**src/tmr8_pkg.sv**
```systemverilog
// Package for the two-channel 8-bit compare timer.
// Assumes a 32-bit Avalon-MM slave with byte addressing of word registers.
package tmr8_pkg;
   // Register indices as printed; byte address is four times the index
   localparam logic [7:0] TMR8_IDX_COUNT   = 8'hEA;
   localparam logic [7:0] TMR8_IDX_CTRL    = 8'hEB;
   localparam logic [7:0] TMR8_IDX_CH0CTL  = 8'hEC;
   localparam logic [7:0] TMR8_IDX_CH0CMP  = 8'hED;
   localparam logic [7:0] TMR8_IDX_CH1CTL  = 8'hEE;
   localparam logic [7:0] TMR8_IDX_CH1CMP  = 8'hEF;
   localparam logic [7:0] TMR8_IDX_FLAGS   = 8'hD8;
   localparam logic [7:0] TMR8_IDX_TICK    = 8'hF0;

   // Control fields
   localparam int TMR8_CTL_DIV_LSB   = 5;
   localparam int TMR8_CTL_START     = 4;
   localparam int TMR8_CTL_OVERFLOW_IRQ_MASK     = 3;
   localparam int TMR8_CTL_CLR       = 2;
   localparam int TMR8_CTL_MODE_LSB  = 0;
   // Channel control fields
   localparam int TMR8_CH_IM         = 6;
   localparam int TMR8_CH_ACT_LSB    = 3;
   localparam int TMR8_CH_EN         = 2;
   // Flag register fields
   localparam int TMR8_FLG_OVF       = 3;
   localparam int TMR8_FLG_CH0       = 4;
   localparam int TMR8_FLG_CH1       = 5;

   // Reset values
   localparam logic [7:0] TMR8_CTRL_RST  = 8'h08;
   localparam logic [7:0] TMR8_CHCTL_RST = 8'h40;
   localparam logic [7:0] TMR8_ZERO8     = 8'h00;
   localparam logic [7:0] TMR8_FULL8     = 8'hFF;
   localparam logic [7:0] TMR8_TICK_RST  = 8'h00;

   typedef enum logic [1:0] {
      TMR8_MODE_FREE,
      TMR8_MODE_DOWN,
      TMR8_MODE_MODULO,
      TMR8_MODE_UPDOWN
   } tmr8_mode_type;

   typedef enum logic [2:0] {
      TMR8_ACT_SET,
      TMR8_ACT_CLEAR,
      TMR8_ACT_TOGGLE,
      TMR8_ACT_SET_UP,
      TMR8_ACT_CLR_UP,
      TMR8_ACT_SET_ZERO,
      TMR8_ACT_CLR_ZERO,
      TMR8_ACT_NONE
   } tmr8_act_type;
endpackage : tmr8_pkg

```
**src/tmr8_timer.sv**
```systemverilog
// Two-channel 8-bit compare timer with prescaler and four counting modes.
// Assumes a single 50 MHz clock, synchronous srst, Avalon-MM slave.
//
// Notes on behaviour
// RQ1: Count register reads the live count; writes to it are ignored.
// RQ2: Prescaler bits 7:5 divide the tick by 1 up to 128 in powers of two.
// RQ3: Counter advances only while start bit 4 is set; otherwise holds.
// RQ4: Writing one to clear bit 2 zeroes the counter; bit reads zero.
// RQ5: Mode 00 counts 0x00 to 0xFF and wraps.
// RQ6: Mode 01 counts down from channel 0 compare value to 0x00.
// RQ7: Mode 10 counts 0x00 up to channel 0 compare value, restarts.
// RQ8: Mode 11 counts up to channel 0 compare value then down to zero.
// RQ9: Overflow mask ctrl bit 3, channel mask bit 6, all reset to one.
// RQ10: Channel control bit 2 enables compare actions for that channel.
// RQ11: On match: code 000 sets, 001 clears, 010 toggles the output.
// RQ12: Code 011 sets on up match, clears at zero or down match.
// RQ13: Code 100 clears on up match, sets at zero or down match.
// RQ14: Channel 0 codes 101/110 set/clear on match, opposite at 0x00.
// RQ15: Channel 1 codes 101/110 set/clear on match, opposite at ch0 value.
// RQ16: Software writes zeros to channel control reserved bits 1:0.
// RQ17: Each channel holds an 8-bit read/write compare value, reset zero.
// RQ18: Overflow sets flag bit 3 in flag register; writing zero clears.
// RQ19: Compare events set flag bits 4 and 5; writing zero clears.
// RQ20: Interrupt request rises only when a flag and its mask are both set.
// RQ21: Wrap from terminal count in any mode is the overflow event.
`timescale 1ns/1ps
module tmr8_timer
   import tmr8_pkg::*;
(
   input  wire logic        clock,
   input  wire logic        srst,
   input  wire logic        system_tick,
   input  wire logic [9:0]  avs_address,
   input  wire logic        avs_read,
   input  wire logic        avs_write,
   input  wire logic [31:0] avs_writedata,
   input  wire logic [3:0]  avs_byteenable,
   output logic [31:0]      avs_readdata,
   output logic             avs_waitrequest,
   output logic [1:0]       channel_out,
   output logic             irq
);

   typedef struct packed {
      logic [1:0]  tick_sync;
      logic        tick_prev;
      logic [6:0]  prescale;
      logic [7:0]  count;
      logic        dir_down;
      logic [7:0]  ctrl;
      logic [7:0]  chctl0;
      logic [7:0]  chctl1;
      logic [7:0]  cmp0;
      logic [7:0]  cmp1;
      logic [2:0]  flags;
      logic [1:0]  outs;
      logic        ack;
      logic [31:0] rdata;
      logic        irq;
      logic        use_tick_pin;
   } tmr8_state_type;

   tmr8_state_type state_reg;
   tmr8_state_type state_next;

   ////////////////////////////////////////////////////////////////////////////
   // Combinational helpers
   logic          tick_edge;
   logic          step_en;
   logic [6:0]    div_mask;
   logic [7:0]    nxt_count;
   logic          nxt_down;
   logic          wrap_evt;
   logic          acc;
   logic          wr_hit;
   logic [7:0]    idx;
   logic [7:0]    wbyte;
   logic [1:0]    match;
   logic [7:0]    top;
   tmr8_mode_type mode;

   always_comb
   begin
      state_next = state_reg;
      idx        = avs_address[9:2];
      wbyte      = avs_writedata[7:0];
      acc        = (avs_read || avs_write) && !state_reg.ack;
      wr_hit     = acc && avs_write && avs_byteenable[0];
      mode       = tmr8_mode_type'(state_reg.ctrl[TMR8_CTL_MODE_LSB +: 2]);
      top        = state_reg.cmp0;

      // Tick source: synchronised pin edge, or every clock if selected off
      state_next.tick_sync = {state_reg.tick_sync[0], system_tick};
      state_next.tick_prev = state_reg.tick_sync[1];
      tick_edge = state_reg.use_tick_pin ? (state_reg.tick_sync[1] && !state_reg.tick_prev)
                                         : 1'b1;

      // Prescaler: step when low DIV bits of free counter are all ones [RQ2]
      div_mask = 7'((8'h01 << state_reg.ctrl[TMR8_CTL_DIV_LSB +: 3]) - 8'h01);
      step_en  = 1'b0;
      if (tick_edge)
      begin
         state_next.prescale = state_reg.prescale + 7'h01;
         step_en = ((state_reg.prescale & div_mask) == div_mask)
                   && state_reg.ctrl[TMR8_CTL_START];  // [RQ3]
      end

      // Counting modes
      nxt_count = state_reg.count;
      nxt_down  = state_reg.dir_down;
      wrap_evt  = 1'b0;
      case (mode)
         TMR8_MODE_FREE:
         begin
            nxt_count = state_reg.count + 8'h01;  // [RQ5]
            wrap_evt  = (state_reg.count == TMR8_FULL8);  // [RQ21]
         end
         TMR8_MODE_DOWN:
         begin
            if (state_reg.count == TMR8_ZERO8)  // [RQ6]
            begin
               nxt_count = top;
               wrap_evt  = 1'b1;  // [RQ21]
            end
            else
               nxt_count = state_reg.count - 8'h01;
         end
         TMR8_MODE_MODULO:
         begin
            if (state_reg.count >= top)  // [RQ7]
            begin
               nxt_count = TMR8_ZERO8;
               wrap_evt  = 1'b1;  // [RQ21]
            end
            else
               nxt_count = state_reg.count + 8'h01;
         end
         default:
         begin
            if (!state_reg.dir_down)  // [RQ8]
            begin
               if (state_reg.count >= top)
               begin
                  nxt_down  = (top != TMR8_ZERO8);
                  nxt_count = (top != TMR8_ZERO8) ? state_reg.count - 8'h01 : TMR8_ZERO8;
               end
               else
                  nxt_count = state_reg.count + 8'h01;
            end
            else if (state_reg.count == TMR8_ZERO8)
            begin
               nxt_down  = 1'b0;
               nxt_count = 8'h01;
               wrap_evt  = 1'b1;  // [RQ21]
            end
            else
               nxt_count = state_reg.count - 8'h01;
         end
      endcase

      // Compare actions, evaluated on the next count, in the same step that loads it
      for (int c = 0; c < 2; c++)
      begin
         logic [7:0]   cc;
         logic [7:0]   cv;
         tmr8_act_type act;
         logic         at_zero;
         logic         at_other;
         logic         up;
         logic         o;
         cc       = (c == 0) ? state_reg.chctl0 : state_reg.chctl1;
         cv       = (c == 0) ? state_reg.cmp0 : state_reg.cmp1;
         act      = tmr8_act_type'(cc[TMR8_CH_ACT_LSB +: 3]);
         up       = !nxt_down && (mode != TMR8_MODE_DOWN);
         at_zero  = (nxt_count == TMR8_ZERO8);
         at_other = (c == 0) ? at_zero : (nxt_count == state_reg.cmp0);  // [RQ14] [RQ15]
         match[c] = step_en && cc[TMR8_CH_EN] && (nxt_count == cv);  // [RQ10]
         o        = state_reg.outs[c];
         if (step_en && cc[TMR8_CH_EN])
         begin
            case (act)
               TMR8_ACT_SET:    if (match[c]) o = 1'b1;  // [RQ11]
               TMR8_ACT_CLEAR:  if (match[c]) o = 1'b0;  // [RQ11]
               TMR8_ACT_TOGGLE: if (match[c]) o = !o;    // [RQ11]
               TMR8_ACT_SET_UP:  // [RQ12]
               begin
                  if (match[c] && up) o = 1'b1;
                  else if (mode == TMR8_MODE_UPDOWN ? (match[c] && !up) : at_zero) o = 1'b0;
               end
               TMR8_ACT_CLR_UP:  // [RQ13]
               begin
                  if (match[c] && up) o = 1'b0;
                  else if (mode == TMR8_MODE_UPDOWN ? (match[c] && !up) : at_zero) o = 1'b1;
               end
               TMR8_ACT_SET_ZERO:
               begin
                  if (match[c]) o = 1'b1;
                  else if (at_other) o = 1'b0;
               end
               TMR8_ACT_CLR_ZERO:
               begin
                  if (match[c]) o = 1'b0;
                  else if (at_other) o = 1'b1;
               end
               default: o = state_reg.outs[c];
            endcase
         end
         state_next.outs[c] = o;
      end

      if (step_en)
      begin
         state_next.count    = nxt_count;
         state_next.dir_down = nxt_down;
      end

      ////////////////////////////////////////////////////////////////////////
      // Register writes; counter clear and flag clear by bus
      if (wr_hit)
      begin
         if (idx == TMR8_IDX_CTRL)
         begin
            state_next.ctrl = {wbyte[7:3], 1'b0, wbyte[1:0]};
            if (wbyte[TMR8_CTL_CLR])
            begin
               state_next.count    = TMR8_ZERO8;  // [RQ4]
               state_next.dir_down = 1'b0;
            end
         end
         else if (idx == TMR8_IDX_CH0CTL)
            state_next.chctl0 = {1'b0, wbyte[6:0]};  // [RQ16]
         else if (idx == TMR8_IDX_CH0CMP)
            state_next.cmp0 = wbyte;  // [RQ17]
         else if (idx == TMR8_IDX_CH1CTL)
            state_next.chctl1 = {1'b0, wbyte[6:0]};
         else if (idx == TMR8_IDX_CH1CMP)
            state_next.cmp1 = wbyte;  // [RQ17]
         else if (idx == TMR8_IDX_FLAGS)
            state_next.flags = state_reg.flags & wbyte[TMR8_FLG_OVF +: 3];
         else if (idx == TMR8_IDX_TICK)
            state_next.use_tick_pin = wbyte[0];
      end

      // Hardware set wins over a software clear
      state_next.flags = state_next.flags | {match[1], match[0], step_en && wrap_evt};  // [RQ18] [RQ19]

      // Interrupt request from masked flags
      state_next.irq = (state_reg.flags[0] && state_reg.ctrl[TMR8_CTL_OVERFLOW_IRQ_MASK])
                    || (state_reg.flags[1] && state_reg.chctl0[TMR8_CH_IM])
                    || (state_reg.flags[2] && state_reg.chctl1[TMR8_CH_IM]);  // [RQ20]

      // Read data; unmapped addresses return zero
      state_next.ack   = acc;
      state_next.rdata = 32'h0000_0000;
      if (acc && avs_read)
      begin
         if (idx == TMR8_IDX_COUNT)
            state_next.rdata[7:0] = state_reg.count;  // [RQ1]
         else if (idx == TMR8_IDX_CTRL)
            state_next.rdata[7:0] = state_reg.ctrl;   // [RQ4]
         else if (idx == TMR8_IDX_CH0CTL)
            state_next.rdata[7:0] = state_reg.chctl0;
         else if (idx == TMR8_IDX_CH0CMP)
            state_next.rdata[7:0] = state_reg.cmp0;
         else if (idx == TMR8_IDX_CH1CTL)
            state_next.rdata[7:0] = state_reg.chctl1;
         else if (idx == TMR8_IDX_CH1CMP)
            state_next.rdata[7:0] = state_reg.cmp1;
         else if (idx == TMR8_IDX_FLAGS)
            state_next.rdata[7:0] = {2'b00, state_reg.flags, 3'b000};
         else if (idx == TMR8_IDX_TICK)
            state_next.rdata[7:0] = {7'h00, state_reg.use_tick_pin};
      end

      if (srst)
      begin
         state_next              = '0;
         state_next.ctrl         = TMR8_CTRL_RST;   // [RQ9]
         state_next.chctl0       = TMR8_CHCTL_RST;  // [RQ9]
         state_next.chctl1       = TMR8_CHCTL_RST;
         state_next.use_tick_pin = 1'b0;
      end
   end

   always_ff @(posedge clock)
   begin
      state_reg <= state_next;
   end

   assign avs_readdata    = state_reg.rdata;
   assign avs_waitrequest = (avs_read || avs_write) && !state_reg.ack;
   assign channel_out     = state_reg.outs;
   assign irq             = state_reg.irq;

   ////////////////////////////////////////////////////////////////////////////
   // Assertions
   a_count_hold: assert property (@(posedge clock) disable iff (srst)  // [RQ3]
      !state_reg.ctrl[TMR8_CTL_START] && !wr_hit |=> $stable(state_reg.count))
      else $error("count moved while stopped");
   a_clear_zero: assert property (@(posedge clock) disable iff (srst)  // [RQ4]
      wr_hit && idx == TMR8_IDX_CTRL && wbyte[TMR8_CTL_CLR] |=> state_reg.count == 8'h00)
      else $error("clear did not zero counter");
   a_clr_reads_zero: assert property (@(posedge clock) disable iff (srst)  // [RQ4]
      !state_reg.ctrl[TMR8_CTL_CLR])
      else $error("clear bit stored");
   a_free_wrap: assert property (@(posedge clock) disable iff (srst)  // [RQ5]
      step_en && !wr_hit && mode == TMR8_MODE_FREE && state_reg.count == 8'hFF
      |=> state_reg.count == 8'h00 && state_reg.flags[0])
      else $error("free running wrap wrong");
   a_modulo_top: assert property (@(posedge clock) disable iff (srst)  // [RQ7]
      step_en && !wr_hit && mode == TMR8_MODE_MODULO && state_reg.count == state_reg.cmp0
      |=> state_reg.count == 8'h00)
      else $error("modulo did not restart");
   a_down_reload: assert property (@(posedge clock) disable iff (srst)  // [RQ6]
      step_en && !wr_hit && mode == TMR8_MODE_DOWN && state_reg.count == 8'h00
      |=> state_reg.count == $past(state_reg.cmp0))
      else $error("down mode reload wrong");
   a_match_flag: assert property (@(posedge clock) disable iff (srst)  // [RQ19]
      match[0] |=> state_reg.flags[1])
      else $error("channel 0 flag not set");
   a_irq_gate: assert property (@(posedge clock) disable iff (srst)  // [RQ20]
      state_reg.flags == 3'b000 |=> !irq)
      else $error("irq without pending flag");
   a_set_output: assert property (@(posedge clock) disable iff (srst)  // [RQ11]
      match[1] && state_reg.chctl1[5:3] == 3'b000 |=> channel_out[1])
      else $error("set action failed");
   a_bus_answer: assert property (@(posedge clock) disable iff (srst)
      avs_read && avs_waitrequest |=> !avs_waitrequest)
      else $error("bus answer late");

   c_overflow: cover property (@(posedge clock) step_en && wrap_evt);
   c_updown_turn: cover property (@(posedge clock)
      step_en && mode == TMR8_MODE_UPDOWN && nxt_down && !state_reg.dir_down);
   c_pwm_ch1: cover property (@(posedge clock) match[1] && state_reg.chctl1[5:3] == 3'b101);
   c_irq: cover property (@(posedge clock) irq);
endmodule : tmr8_timer

```
**config.mk**
```make
export PLATFORM = sky130hd
export DESIGN_NAME = tmr8_timer
export DESIGN_NICKNAME = d
export VERILOG_FILES = /design/src/tmr8_pkg.sv /design/src/tmr8_timer.sv
export SDC_FILE = /design/constraint.sdc
export NUM_CORES = 1
export LEC_CHECK = 0
export BUFFER_PORTS_ARGS = -buffer_cell sky130_fd_sc_hd__buf_4
export CAP_MARGIN = 20
export CORE_MARGIN = 3
export CORE_UTILIZATION = 32
export CTS_CLUSTER_DIAMETER = 200
export DETAILED_ROUTE_END_ITERATION = 7
export PLACE_DENSITY = 0.55
export SETUP_SLACK_MARGIN = 0.02
export SYNTH_ARGS = -nofsm -noshare
export SYNTH_HDL_FRONTEND = slang
export SYNTH_SLANG_ARGS = --single-unit
```
**constraint.sdc**
```tcl
create_clock -name clock -period 8.5 [get_ports clock]
set_input_delay 0.425 -clock clock [delete_from_list [all_inputs] [get_ports clock]]
set_output_delay 0.425 -clock clock [all_outputs]
set_load 0.02 [all_outputs]
```
==> results of run 1 <==
==> cells in the final DEF, fill, tap and decap left out, types with 4 or more instances in the layout <==
| cell | synthesis | final |
|---|---|---|
| nor2b_1 | 10 | 10 |
| or4_1 | 5 | 5 |
| a211oi_1 | 13 | 13 |
| mux2_2 | 9 | 9 |
| and2_1 | 8 | 8 |
| nor3b_1 | 7 | 7 |
| xor2_1 | 9 | 9 |
| inv_1 | 20 | 20 |
| dfxtp_1 | 72 | 72 |
| ha_1 | 12 | 12 |
| o31ai_1 | 5 | 5 |
| a31oi_1 | 8 | 8 |
| a211o_1 | 5 | 5 |
| nor2_1 | 99 | 99 |
| conb_1 | 1 | 24 |
| a22oi_1 | 7 | 7 |
| mux2i_1 | 44 | 44 |
| or3_1 | 4 | 4 |
| buf_4 | 35 | 36 |
| nand4_1 | 6 | 6 |
| nor4_1 | 5 | 5 |
| xnor2_1 | 10 | 10 |
| and3_1 | 4 | 4 |
| o21ai_0 | 29 | 29 |
| o2111ai_1 | 5 | 5 |
| nand3_1 | 22 | 22 |
| nand2_1 | 41 | 41 |
| nand2b_1 | 7 | 7 |
| nor3_1 | 9 | 8 |
| clkbuf_16 | 0 | 9 |
| a21oi_1 | 35 | 35 |
==> cell type report <==
| class | instances | area share (%) |
|---|---|---|
| Clock buffer | 11 | 4.224 |
| Clock inverter | 5 | 0.9201 |
| Inverter | 20 | 1.255 |
| Multi-Input combinational cell | 532 | 60.39 |
| Sequential cell | 72 | 24.09 |
| Tap cell | 220 | 4.601 |
| Timing Repair Buffer | 36 | 4.517 |
==> stage by stage <==
| step | hold WS, ps | setup WS [ps] | power, mW |
|---|---|---|---|
| 6_report | 299.9 | 4023 | 0.7700 |
| 5_1_grt | 279.7 | 3801 | 0.8009 |
| 4_1_cts | 287.5 | 4098 | 0.7778 |
| 3_5_place_dp | 431.9 | 4106 | 0.3940 |
| 3_3_place_gp | 421.2 | 4088 | 0.3933 |
| 2_1_floorplan | 413.8 | 4850 | 0.3852 |
==> Yosys cell counts, types with 12 or more instances <==
cell type  instances  area (um2)
a211oi_1          13       97.59
a21oi_1           35       175.2
buf_4             35       262.8
clkbuf_1          27       101.4
dfxtp_1           72        1441
ha_1              12       150.1
inv_1             20       75.07
mux2i_1           44       440.4
nand2_1           41       153.9
nand3_1           22       110.1
nor2_1            99       371.6
o21ai_0           29       145.1
==> worst paths after layout <==
| path | start | end | slack, ps |
|---|---|---|---|
| setup / recovery | top[7] | channel_out[1] | 4020 |
| hold / removal | avs_address[6] | avs_readdata[6] | 300 |
| setup reg to reg | top[7] | channel_out[1] | 4020 |
| hold reg to reg | state_reg[97] | state_reg[98] | 440 |
==> layer usage <==
layer,routed length [um],track usage [%],vias to the layer above
met1,7630,25.50,2425
met4,489,5.876,0
met2,7636,28.15,227
li1,-,-,2409
met5,0,0,-
met3,1222,3.456,39
==> power by group through the flow <==
stage                     Combinational, mW  Clock (mW)  Sequential (mW)
after detailed placement             0.0445           0            0.349
after CTS                            0.0447       0.391            0.342
after global routing                 0.0493       0.409            0.342
after floorplan                      0.0365           0            0.349
final                                0.0450       0.383            0.342
after global placement               0.0440           0            0.349
==> cell families (layout without fill, tap and decap cells) <==
group,count (synthesis),count (layout),synth area share [%]
compound gates,162,162,22.61
xor+xnor,19,19,3.028
fa+ha+maj,12,12,2.732
buf+inv,97,72,9.677
flops,72,72,26.23
mux,56,56,11.09
other cells,1,24,0.06824
simple gates,259,259,24.57
==> worst max-delay path, delay by kind of cell, from the launching register on <==
family | cells | cell delay (ps)
AOI/OAI and AO/OA | 5 | 1730
buffers and inverters | 1 | 170
adders and majority gates | 1 | 360
DFF | 1 | 550
muxes | 1 | 120
and+or+nand+nor | 5 | 1480
==> results.md, run 1 <==
* Run status: complete, no violations
* Max-slew violation total from the final report at 0
* Count of mapped cells out of synthesis at 678
* Wire length of the first global-routing pass at 26,720 um
* Clk sink count at 72
* Post-cts hold buffer count at 0
* Peak supply drop at approximately 0.12 mV
* CTS tree: done
* Switching share of power at a little under a quarter
* Post-CTS resize count at 0
* Final non-filler cell total at roughly 900
* Area used by multi-input combinational logic at between 3000 and 4000 um2
* Max-cap check violation count at 0
* Ordered cell list for the critical path: inv_1, ha_1, and3_1, a221o_1, nand2_1, a2bb2oi_4, nor3_2, or4b_1, a211oi_4, nand4_2, o311a_1, a31o_1, mux2i_1
* Total number of vias at 5,100
* Total length of routed wires at approximately 17,000 um
* Avg Vias per Cell at 5.692
* Count of input and output buffers at 33
* Layout cells sized above 1 at 13.61%
* Sequential cell area at 1441 um2
* Largest driver fanout on the critical path at 12
* Number of different library cells in the post-synthesis netlist at 97
* Initial detailed-routing violation count at 477
* Global placer's final weighted congestion at 0.9430
* Per-cell routed wire length at 18.95 um
* Classification of the worst-slack hold path: input port to flip-flop
* DPL Wire Length at about 13,000 um
* Antenna violations before repair at 0
* Initial core utilization at 32.90%
* Leakage power total at around 2.2 nW
* Number of flops mapped to enable cells by yosys at 0
* Worst stage delay on the critical path at 580 ps
* Longest Clk Path Bufs at 2
* Fmax achieved at 223.4 MHz
* Mean Syn Cell Area at 8.105 um2
* Fill cell count at 1,780
* Post-layout instance area at 5983 um2
* Warnings, synthesis at 0
* Remaining global-route overflow at 0
* Setup_tns at 0 ps
* Max FFs per register at 51
* Total internal power at 0.5958 mW
* Share of total power in combinational logic at 5.8%
* Clock Tree Root: clkbuf_16
* Clock buffer count from CTS at 9
* Startpoint-to-endpoint class of the critical path: flip-flop to flip-flop
* Die width at 137.0 um
* Final Setup Violations at 0
* Post-layout nets at around 730
* Maximum number of pins on one net before global-route repair at 60
* Hold path depth at 2
* Via count of the first global-routing pass at about 4,800
* Seq/Total Area, Yosys at 26.23%
* Row cnt at 47
* Register bit count reported by yosys at roughly 70
* Post-route ant nets at 0
* Unrepaired setup endpoints after global routing: false
* Switching component of the power at 0.1742 mW
* Time the final worst path needs with I/O delays and setup at 4477 ps
* TritonRoute pass-1 iters at 7
* Total I/O pin count at just under 90
* Sequential share of power at about 44%
* Skew final at 6.052 ps
* Worst Max-Slew Pin Slew at 969.6 ps
* Final Core Density at 35.83%
* Slew margin rel. at 35.12%
* Part of the cycle the worst path needs at 52.67%
* Drt drc at 0
* Number of diodes added for antenna fixing at 0
* Cells after DPL at 880
* Setup crit start kind: flip-flop
* Library cell contributing the largest single delay on the critical path: or4b_1
* Required time of the critical path at 8770 ps
* Clock-pin slew on the worst setup and hold paths at 60 ps
* Clock H-tree levels at 3
* Floorplan die area at 18,780 um2
* Global Route Usage Sum at 18.22%
* Share of total power in the clock network at 49.7%
* Layout overhead on the synthesized area at 8.880%
* Top_reg_cell synth: dfxtp_1
* Async set or reset register ratio after synthesis at 0%
* Post-Syn Area at 5495 um2
* Setup repair bufs after CTS at 0
* Clock network latency to the later pin of the worst-skew pair at 330 ps
* Total core area at 16,700 um2
* Critical path endpoint category: flip-flop
* Area post-placement at 5675 um2
* Worst endpoint data arrival time at 4740 ps
* Number of failing hold endpoints at the final stage at 0
* Number of cell instances on the worst register-to-register path at 13
* Chip Height at roughly 140 um
* Cell Pwr Density at around 130 nW/um2
Note: power is estimated with default switching activity, not from simulation.
==> run 2, diff against run 1 <==
--- a/config.mk
+++ b/config.mk
@@ -11,7 +11,7 @@
 export CORE_UTILIZATION = 32
 export CTS_CLUSTER_DIAMETER = 200
 export DETAILED_ROUTE_END_ITERATION = 7
-export PLACE_DENSITY = 0.55
+export PLACE_DENSITY = 0.57
 export SETUP_SLACK_MARGIN = 0.02
 export SYNTH_ARGS = -nofsm -noshare
 export SYNTH_HDL_FRONTEND = slang
==> constraint.sdc (replaced) <==
create_clock -name clock -period 3.8 [get_ports clock]
set_input_delay 0.19 -clock clock [delete_from_list [all_inputs] [get_ports clock]]
set_output_delay 0.19 -clock clock [all_outputs]
set_load 0.02 [all_outputs]
==> run 2 against run 1 <==
Compared with the run above:
- cell area grew 9.6%
- flip-flop and latch count did not move
- worst hold slack lost 250 ps
- clock power increased to 2.7 times the previous value
- critical endpoint unchanged
- cell count rose by 6.5%
- sequential share of layout area shrank 2.1 points
==> results.md, run 2 (synthesis results as in run 1) <==
* Slew margin rel. at 39.03%
* Clock Tree Root: clkbuf_16
* Cell family contributing the most delay on the critical path: simple AND/OR/NAND/NOR gates
* Peak supply drop at 0.2377 mV
* Startpoint-to-endpoint class of the critical path: flip-flop to flip-flop
* Via count of the first global-routing pass at 4,864
* Clk sink count at just over 70
* Count of input and output buffers at 33
* Layout cells sized above 1 at 22.21%
* Time the final worst path needs with I/O delays and setup at 3612 ps
* Remaining global-route overflow at 0
* Clock H-tree levels at 3
* Skew final at 4.288 ps
* Post-layout nets at slightly below 800
* Total length of routed wires at between 15,000 and 20,000 um
* Largest driver fanout on the critical path at 8
* Total core area at 16,700 um2
* Worst setup slack after placement at 54.15 ps
* Unrepaired setup endpoints after global routing: false
* Clock-pin slew on the worst setup and hold paths at 60 ps
* Reg-to-reg critical path startpoint: state_reg[81]
* Avg Vias per Cell at approximately 5.5
* Die width at 137.0 um
* Clock network latency to the later pin of the worst-skew pair at approximately 330 ps
* Clock buffer count from CTS at 9
* Classification of the worst-slack hold path: input port to flip-flop
* Start point of the worst hold path: avs_address[6]
* Worst hold margin at 50.11 ps
* CTS tree: done
* Capture endpoint of the worst hold path: avs_readdata[6]
* Longest Clk Path Bufs at 2
* Required time of the critical path at 4060 ps
* Part of the cycle the worst path needs at 95.04%
* Floorplan die area at 18,780 um2
* Worst stage delay on the critical path at about 530 ps
* Drt drc at 0
* Fill cell count at 1,761
* Number of diodes added for antenna fixing at 0
* Leakage power total at between 2 and 3 nW
* Wire length of the first global-routing pass at roughly 27,000 um
* Setup crit start kind: flip-flop
* Global placer's final weighted congestion at 0.8913
* Post-route ant nets at 0
* Max FFs per register at 51
* Final worst-path setup slack at 188.4 ps
* Cell Pwr Density at 291.4 nW/um2
* Flop-to-flop setup slack at ~190 ps
* Critical path endpoint category: flip-flop
* Initial detailed-routing violation count at between 400 and 500
* Number of cell instances on the worst register-to-register path at 12
* Row cnt at between 40 and 50
* Setup repair bufs after CTS at 0
* Worst Path Buf+Inv at 1
* Worst Max-Slew Pin Slew at about 900 ps
* Max-slew violation total from the final report at 0
* Total number of vias at 5,244
* Layout overhead on the synthesized area at 19.33%
* Endpoint of the most critical register-to-register path: channel_out[1]
* Worst endpoint data arrival time at 3880 ps
* Global Route Usage Sum at 18.64%
* Run status: complete, no violations
* Max-cap check violation count at 0
* Maximum number of pins on one net before global-route repair at 60
* Cells after DPL at 938
* Antenna violations before repair at 0
* Chip Height at 137.0 um
* Hold path depth at 2
* Fmax achieved at 276.9 MHz
* Number of failing hold endpoints at the final stage at 0
* Total I/O pin count at 87
* TritonRoute pass-1 iters at 5
* Library cell contributing the largest single delay on the critical path: or4_4
* Setup_tns at 0 ps
* Final Setup Violations at 0
* Ordered cell list for the critical path: buf_4, or4_4, or4_1, nand3_1, nand2_2, a311oi_4, nor2_4, a2111oi_4, nand4_2, o311a_1, a31o_1, mux2i_1
* Initial core utilization at about a third
* DPL Wire Length at 13,490 um
* Per-cell routed wire length at 18.41 um
* Final non-filler cell total at about 950
* Most frequent cells in the layout: nor2_1, buf_4, dfxtp_1
* Most common cell after layout, fill and taps aside: nor2_1
run 2: cell type report:
type / instances / area (um2) / share of cell area (%)
Clock buffer: 9 / 225.2 / 3.434
Clock inverter: 7 / 143.9 / 2.194
Inverter: 20 / 75.07 / 1.145
Multi-Input combinational cell: 532 / 3689 / 56.25
Sequential cell: 72 / 1444 / 22.02
Tap cell: 220 / 275.3 / 4.198
Timing Repair Buffer: 94 / 705.7 / 10.76
run 2: power by group:
part / switching, mW / internal, mW
Clock: 0.334 / 0.709
Combinational: 0.0712 / 0.0323
Sequential: 0.00449 / 0.760
Total: 0.410 / 1.50
run 2: worst max path at each step:
stage	from	cells past startpoint	end
floorplan	top[7]	14	channel_out[0]
global placement	state_reg[81]	15	channel_out[0]
detailed placement	state_reg[81]	15	channel_out[0]
CTS	state_reg[81]	15	channel_out[0]
global route	state_reg[84]	13	channel_out[0]
finish	state_reg[81]	12	channel_out[1]
run 2: per-layer routing:
layer / GRT usage [%] / vias up / part of all wire [%]
li1: - / 2522 / -
met1: 26.11 / 2511 / 47
met2: 28.91 / 181 / 46
met3: 3.824 / 30 / 5.3
met4: 5.322 / 0 / 2.0
met5: 0 / - / 0
run 2: metrics by stage:
| stage | total power [mW] | util (%) | cell area, um2 |
|---|---|---|---|
| final | 1.911 | 39.26 | 6558 |
| after global routing | 1.959 | 39.26 | 6558 |
| after CTS | 1.926 | 38.80 | 6480 |
| after detailed placement | 0.8830 | 36.59 | 6111 |
| after global placement | 0.8828 | 36.59 | 6111 |
| after floorplan | 0.8616 | - | 5582 |
run 2: worst register-to-register path: stages (launching register included):
cell	delay, ps
dfxtp_1	310
buf_4	170
or4_4	530
or4_1	520
nand3_1	110
nand2_2	70
a311oi_4	410
nor2_4	130
a2111oi_4	380
nand4_2	200
o311a_1	390
a31o_1	210
mux2i_1	110
run 2: what timing repair did:
action                                  CTS  global route
hold buffers                              0             0
resized for setup                         0            17
endpoints found under the setup margin    0             2
==> run 3, diff against run 2 <==
--- a/config.mk
+++ b/config.mk
@@ -6,12 +6,12 @@
 export NUM_CORES = 1
 export LEC_CHECK = 0
 export BUFFER_PORTS_ARGS = -buffer_cell sky130_fd_sc_hd__buf_4
-export CAP_MARGIN = 20
+export CAP_MARGIN = 25
 export CORE_MARGIN = 3
 export CORE_UTILIZATION = 32
 export CTS_CLUSTER_DIAMETER = 200
 export DETAILED_ROUTE_END_ITERATION = 7
-export PLACE_DENSITY = 0.57
+export PLACE_DENSITY = 0.55
 export SETUP_SLACK_MARGIN = 0.02
 export SYNTH_ARGS = -nofsm -noshare
 export SYNTH_HDL_FRONTEND = slang
==> constraint.sdc (replaced) <==
create_clock -name clock -period 4.25 [get_ports clock]
set_input_delay 0.2125 -clock clock [delete_from_list [all_inputs] [get_ports clock]]
set_output_delay 0.2125 -clock clock [all_outputs]
set_load 0.02 [all_outputs]
==> run 3 against run 2 <==
Compared with the run above:
- non-clock buffer count down 20
- flip-flop and latch count unchanged
- critical endpoint is now channel_out[0]
- sequential share of layout area up 1.0 points
- die area unchanged
- clock skew up 3.9 ps
- sequential power down 11%
- combinational power down 12%
- clock power down 27%
- maximum frequency down 8.8%
- first-iteration DRC count down 2.4%
- utilization down 1.8 points
- critical path depth up 1
==> results.md, run 3 (synthesis results as in run 1) <==
* Clock H-tree levels at 3
* DPL Wire Length at around 14,000 um
* Required time of the critical path at approximately 4500 ps
* Setup repair bufs after CTS at 0
* Ordered cell list for the critical path: ha_1, a31oi_1, nor2b_1, o211a_1, or4_1, and3_1, mux2_2, nor4_2, buf_4, nand3_1, mux2_2, o31ai_1, o41ai_2
* Most common cell after layout, fill and taps aside: nor2_1
* Antenna violations before repair at 0
* Row cnt at 47
* Setup crit start kind: flip-flop
* Max-slew violation total from the final report at 0
* Post-cts hold buffer count at 0
* Chip Height at 137.0 um
* Initial detailed-routing violation count at a little under 500
* Wire length of the first global-routing pass at 27,750 um
* Drt drc at 0
* Number of diodes added for antenna fixing at 0
* Skew final at 8.213 ps
* Clock network latency to the later pin of the worst-skew pair at 330 ps
* Longest Clk Path Bufs at 2
* Run status: complete, no violations
* Global placer's final weighted congestion at 1.028
* Max-cap check violation count at 0
* Setup_tns at 0 ps
* Avg Vias per Cell at 5.641
* Fmax achieved at 252.5 MHz
* TritonRoute pass-1 iters at 5
* Floorplan die area at around 19,000 um2
* Post-CTS resize count at 0
* Layout overhead on the synthesized area at 13.89%
* Total length of routed wires at approximately 18,000 um
* Maximum number of pins on one net before global-route repair at 60
* Worst Max-Slew Pin Slew at 959.8 ps
* Peak supply drop at 0.2103 mV
* Clock Tree Root: clkbuf_16
* Area used by multi-input combinational logic at 3613 um2
* Slew margin rel. at 35.77%
* Largest driver fanout on the critical path at 9
* Max FFs per register at 51
* Total number of vias at about 5,300
* Per-cell routed wire length at 19.05 um
* Cell Pwr Density at around 250 nW/um2
* Die width at 137.0 um
* Count of input and output buffers at 33
* Layout cells sized above 1 at 18.07%
* Remaining global-route overflow at 0
* Final Setup Violations at 0
* Classification of the worst-slack hold path: input port to flip-flop
* Worst endpoint data arrival time at about 4200 ps
* Most frequent cells in the layout: nor2_1, buf_4, dfxtp_1
* Time the final worst path needs with I/O delays and setup at 3960 ps
* Leakage power total at 2.426 nW
* Number of failing hold endpoints at the final stage at 0
* Startpoint-to-endpoint class of the critical path: flip-flop to flip-flop
* Total I/O pin count at just under 90
* Clock-pin slew on the worst setup and hold paths at 60 ps
* Fill cell count at 1,741
* Critical path endpoint category: flip-flop
* Global Route Usage Sum at between 10% and 20%
* Post-route ant nets at 0
* Post-layout nets at 772
* Clock buffer count from CTS at 9
* Total core area at 16,700 um2
* Sequential cell area at 1441 um2
* Unrepaired setup endpoints after global routing: false
* Library cell contributing the largest single delay on the critical path: or4_1
* Cell mode on critical path: mux2_2
* Clk sink count at 72
* Part of the cycle the worst path needs at around 93%
* Initial core utilization at 32.90%
* Worst stage delay on the critical path at 580 ps
* Final Core Density at 37.47%
* CTS tree: done
* Via count of the first global-routing pass at between 4,000 and 5,000
-- run 3: cell count changes in the layout (fill, tap and decap cells not counted), moves of 2 or more --
cell	before	now
buf_4	94	74
bufinv_16	4	1
dfxtp_1	70	72
dfxtp_2	2	0
or4_1	3	5
or4_4	3	1
-- run 3: metrics by stage --
| step | area, um2 | std cells | setup slack, ps | hold WS [ps] | total power, mW |
|---|---|---|---|---|---|
| 6_report | 6259 | 934 | 289.5 | 73.31 | 1.535 |
| 4_1_cts | 6259 | 934 | 335.3 | 64.14 | 1.547 |
| 3_3_place_gp | 5961 | 918 | 398.8 | 412.4 | 0.7882 |
| 3_5_place_dp | 5961 | 918 | 361.8 | 414.5 | 0.7889 |
| 2_1_floorplan | 5582 | 701 | 600.4 | 291.0 | 0.7704 |
| 5_1_grt | 6259 | 934 | 124.1 | 64.78 | 1.580 |
-- run 3: worst paths after layout --
check / from / to / slack [ps] / cells after the start
max: state_reg[83] / channel_out[0] / 290 / 13
min: avs_address[6] / avs_readdata[6] / 70 / 2
max reg2reg: state_reg[83] / channel_out[0] / 290 / 13
min reg2reg: state_reg[98] / state_reg[96] / 440 / 2
-- run 3: final cells by class --
cell class              count  share of cell area [%]
clock inverters             6                   1.100
clock buffers              10                   3.659
repair buffers             74                   8.876
inverters                  20                   1.200
multi-input cells         532                   57.74
flip-flops and latches     72                   23.03
well taps                 220                   4.398
-- run 3: power by group --
group	internal (mW)	switching [mW]
Sequential	0.679	0.00412
Clock	0.458	0.302
Combinational	0.0285	0.0633
-- run 3: per-layer routing --
| layer | track usage [%] | share of wire (%) |
|---|---|---|
| met2 | 29.02 | 45 |
| met5 | 0 | 0 |
| met3 | 3.235 | 6.7 |
| met4 | 6.319 | 3.1 |
| met1 | 26.72 | 45 |
-- run 3: critical path, delay by kind of cell (launching register included) --
family                     cells  cell delay (ps)
and+or+nand+nor                5             1390
AOI/OAI and AO/OA              4              890
DFF                            1              560
muxes                          2              530
adders and majority gates      1              330
buffers and inverters          1              180
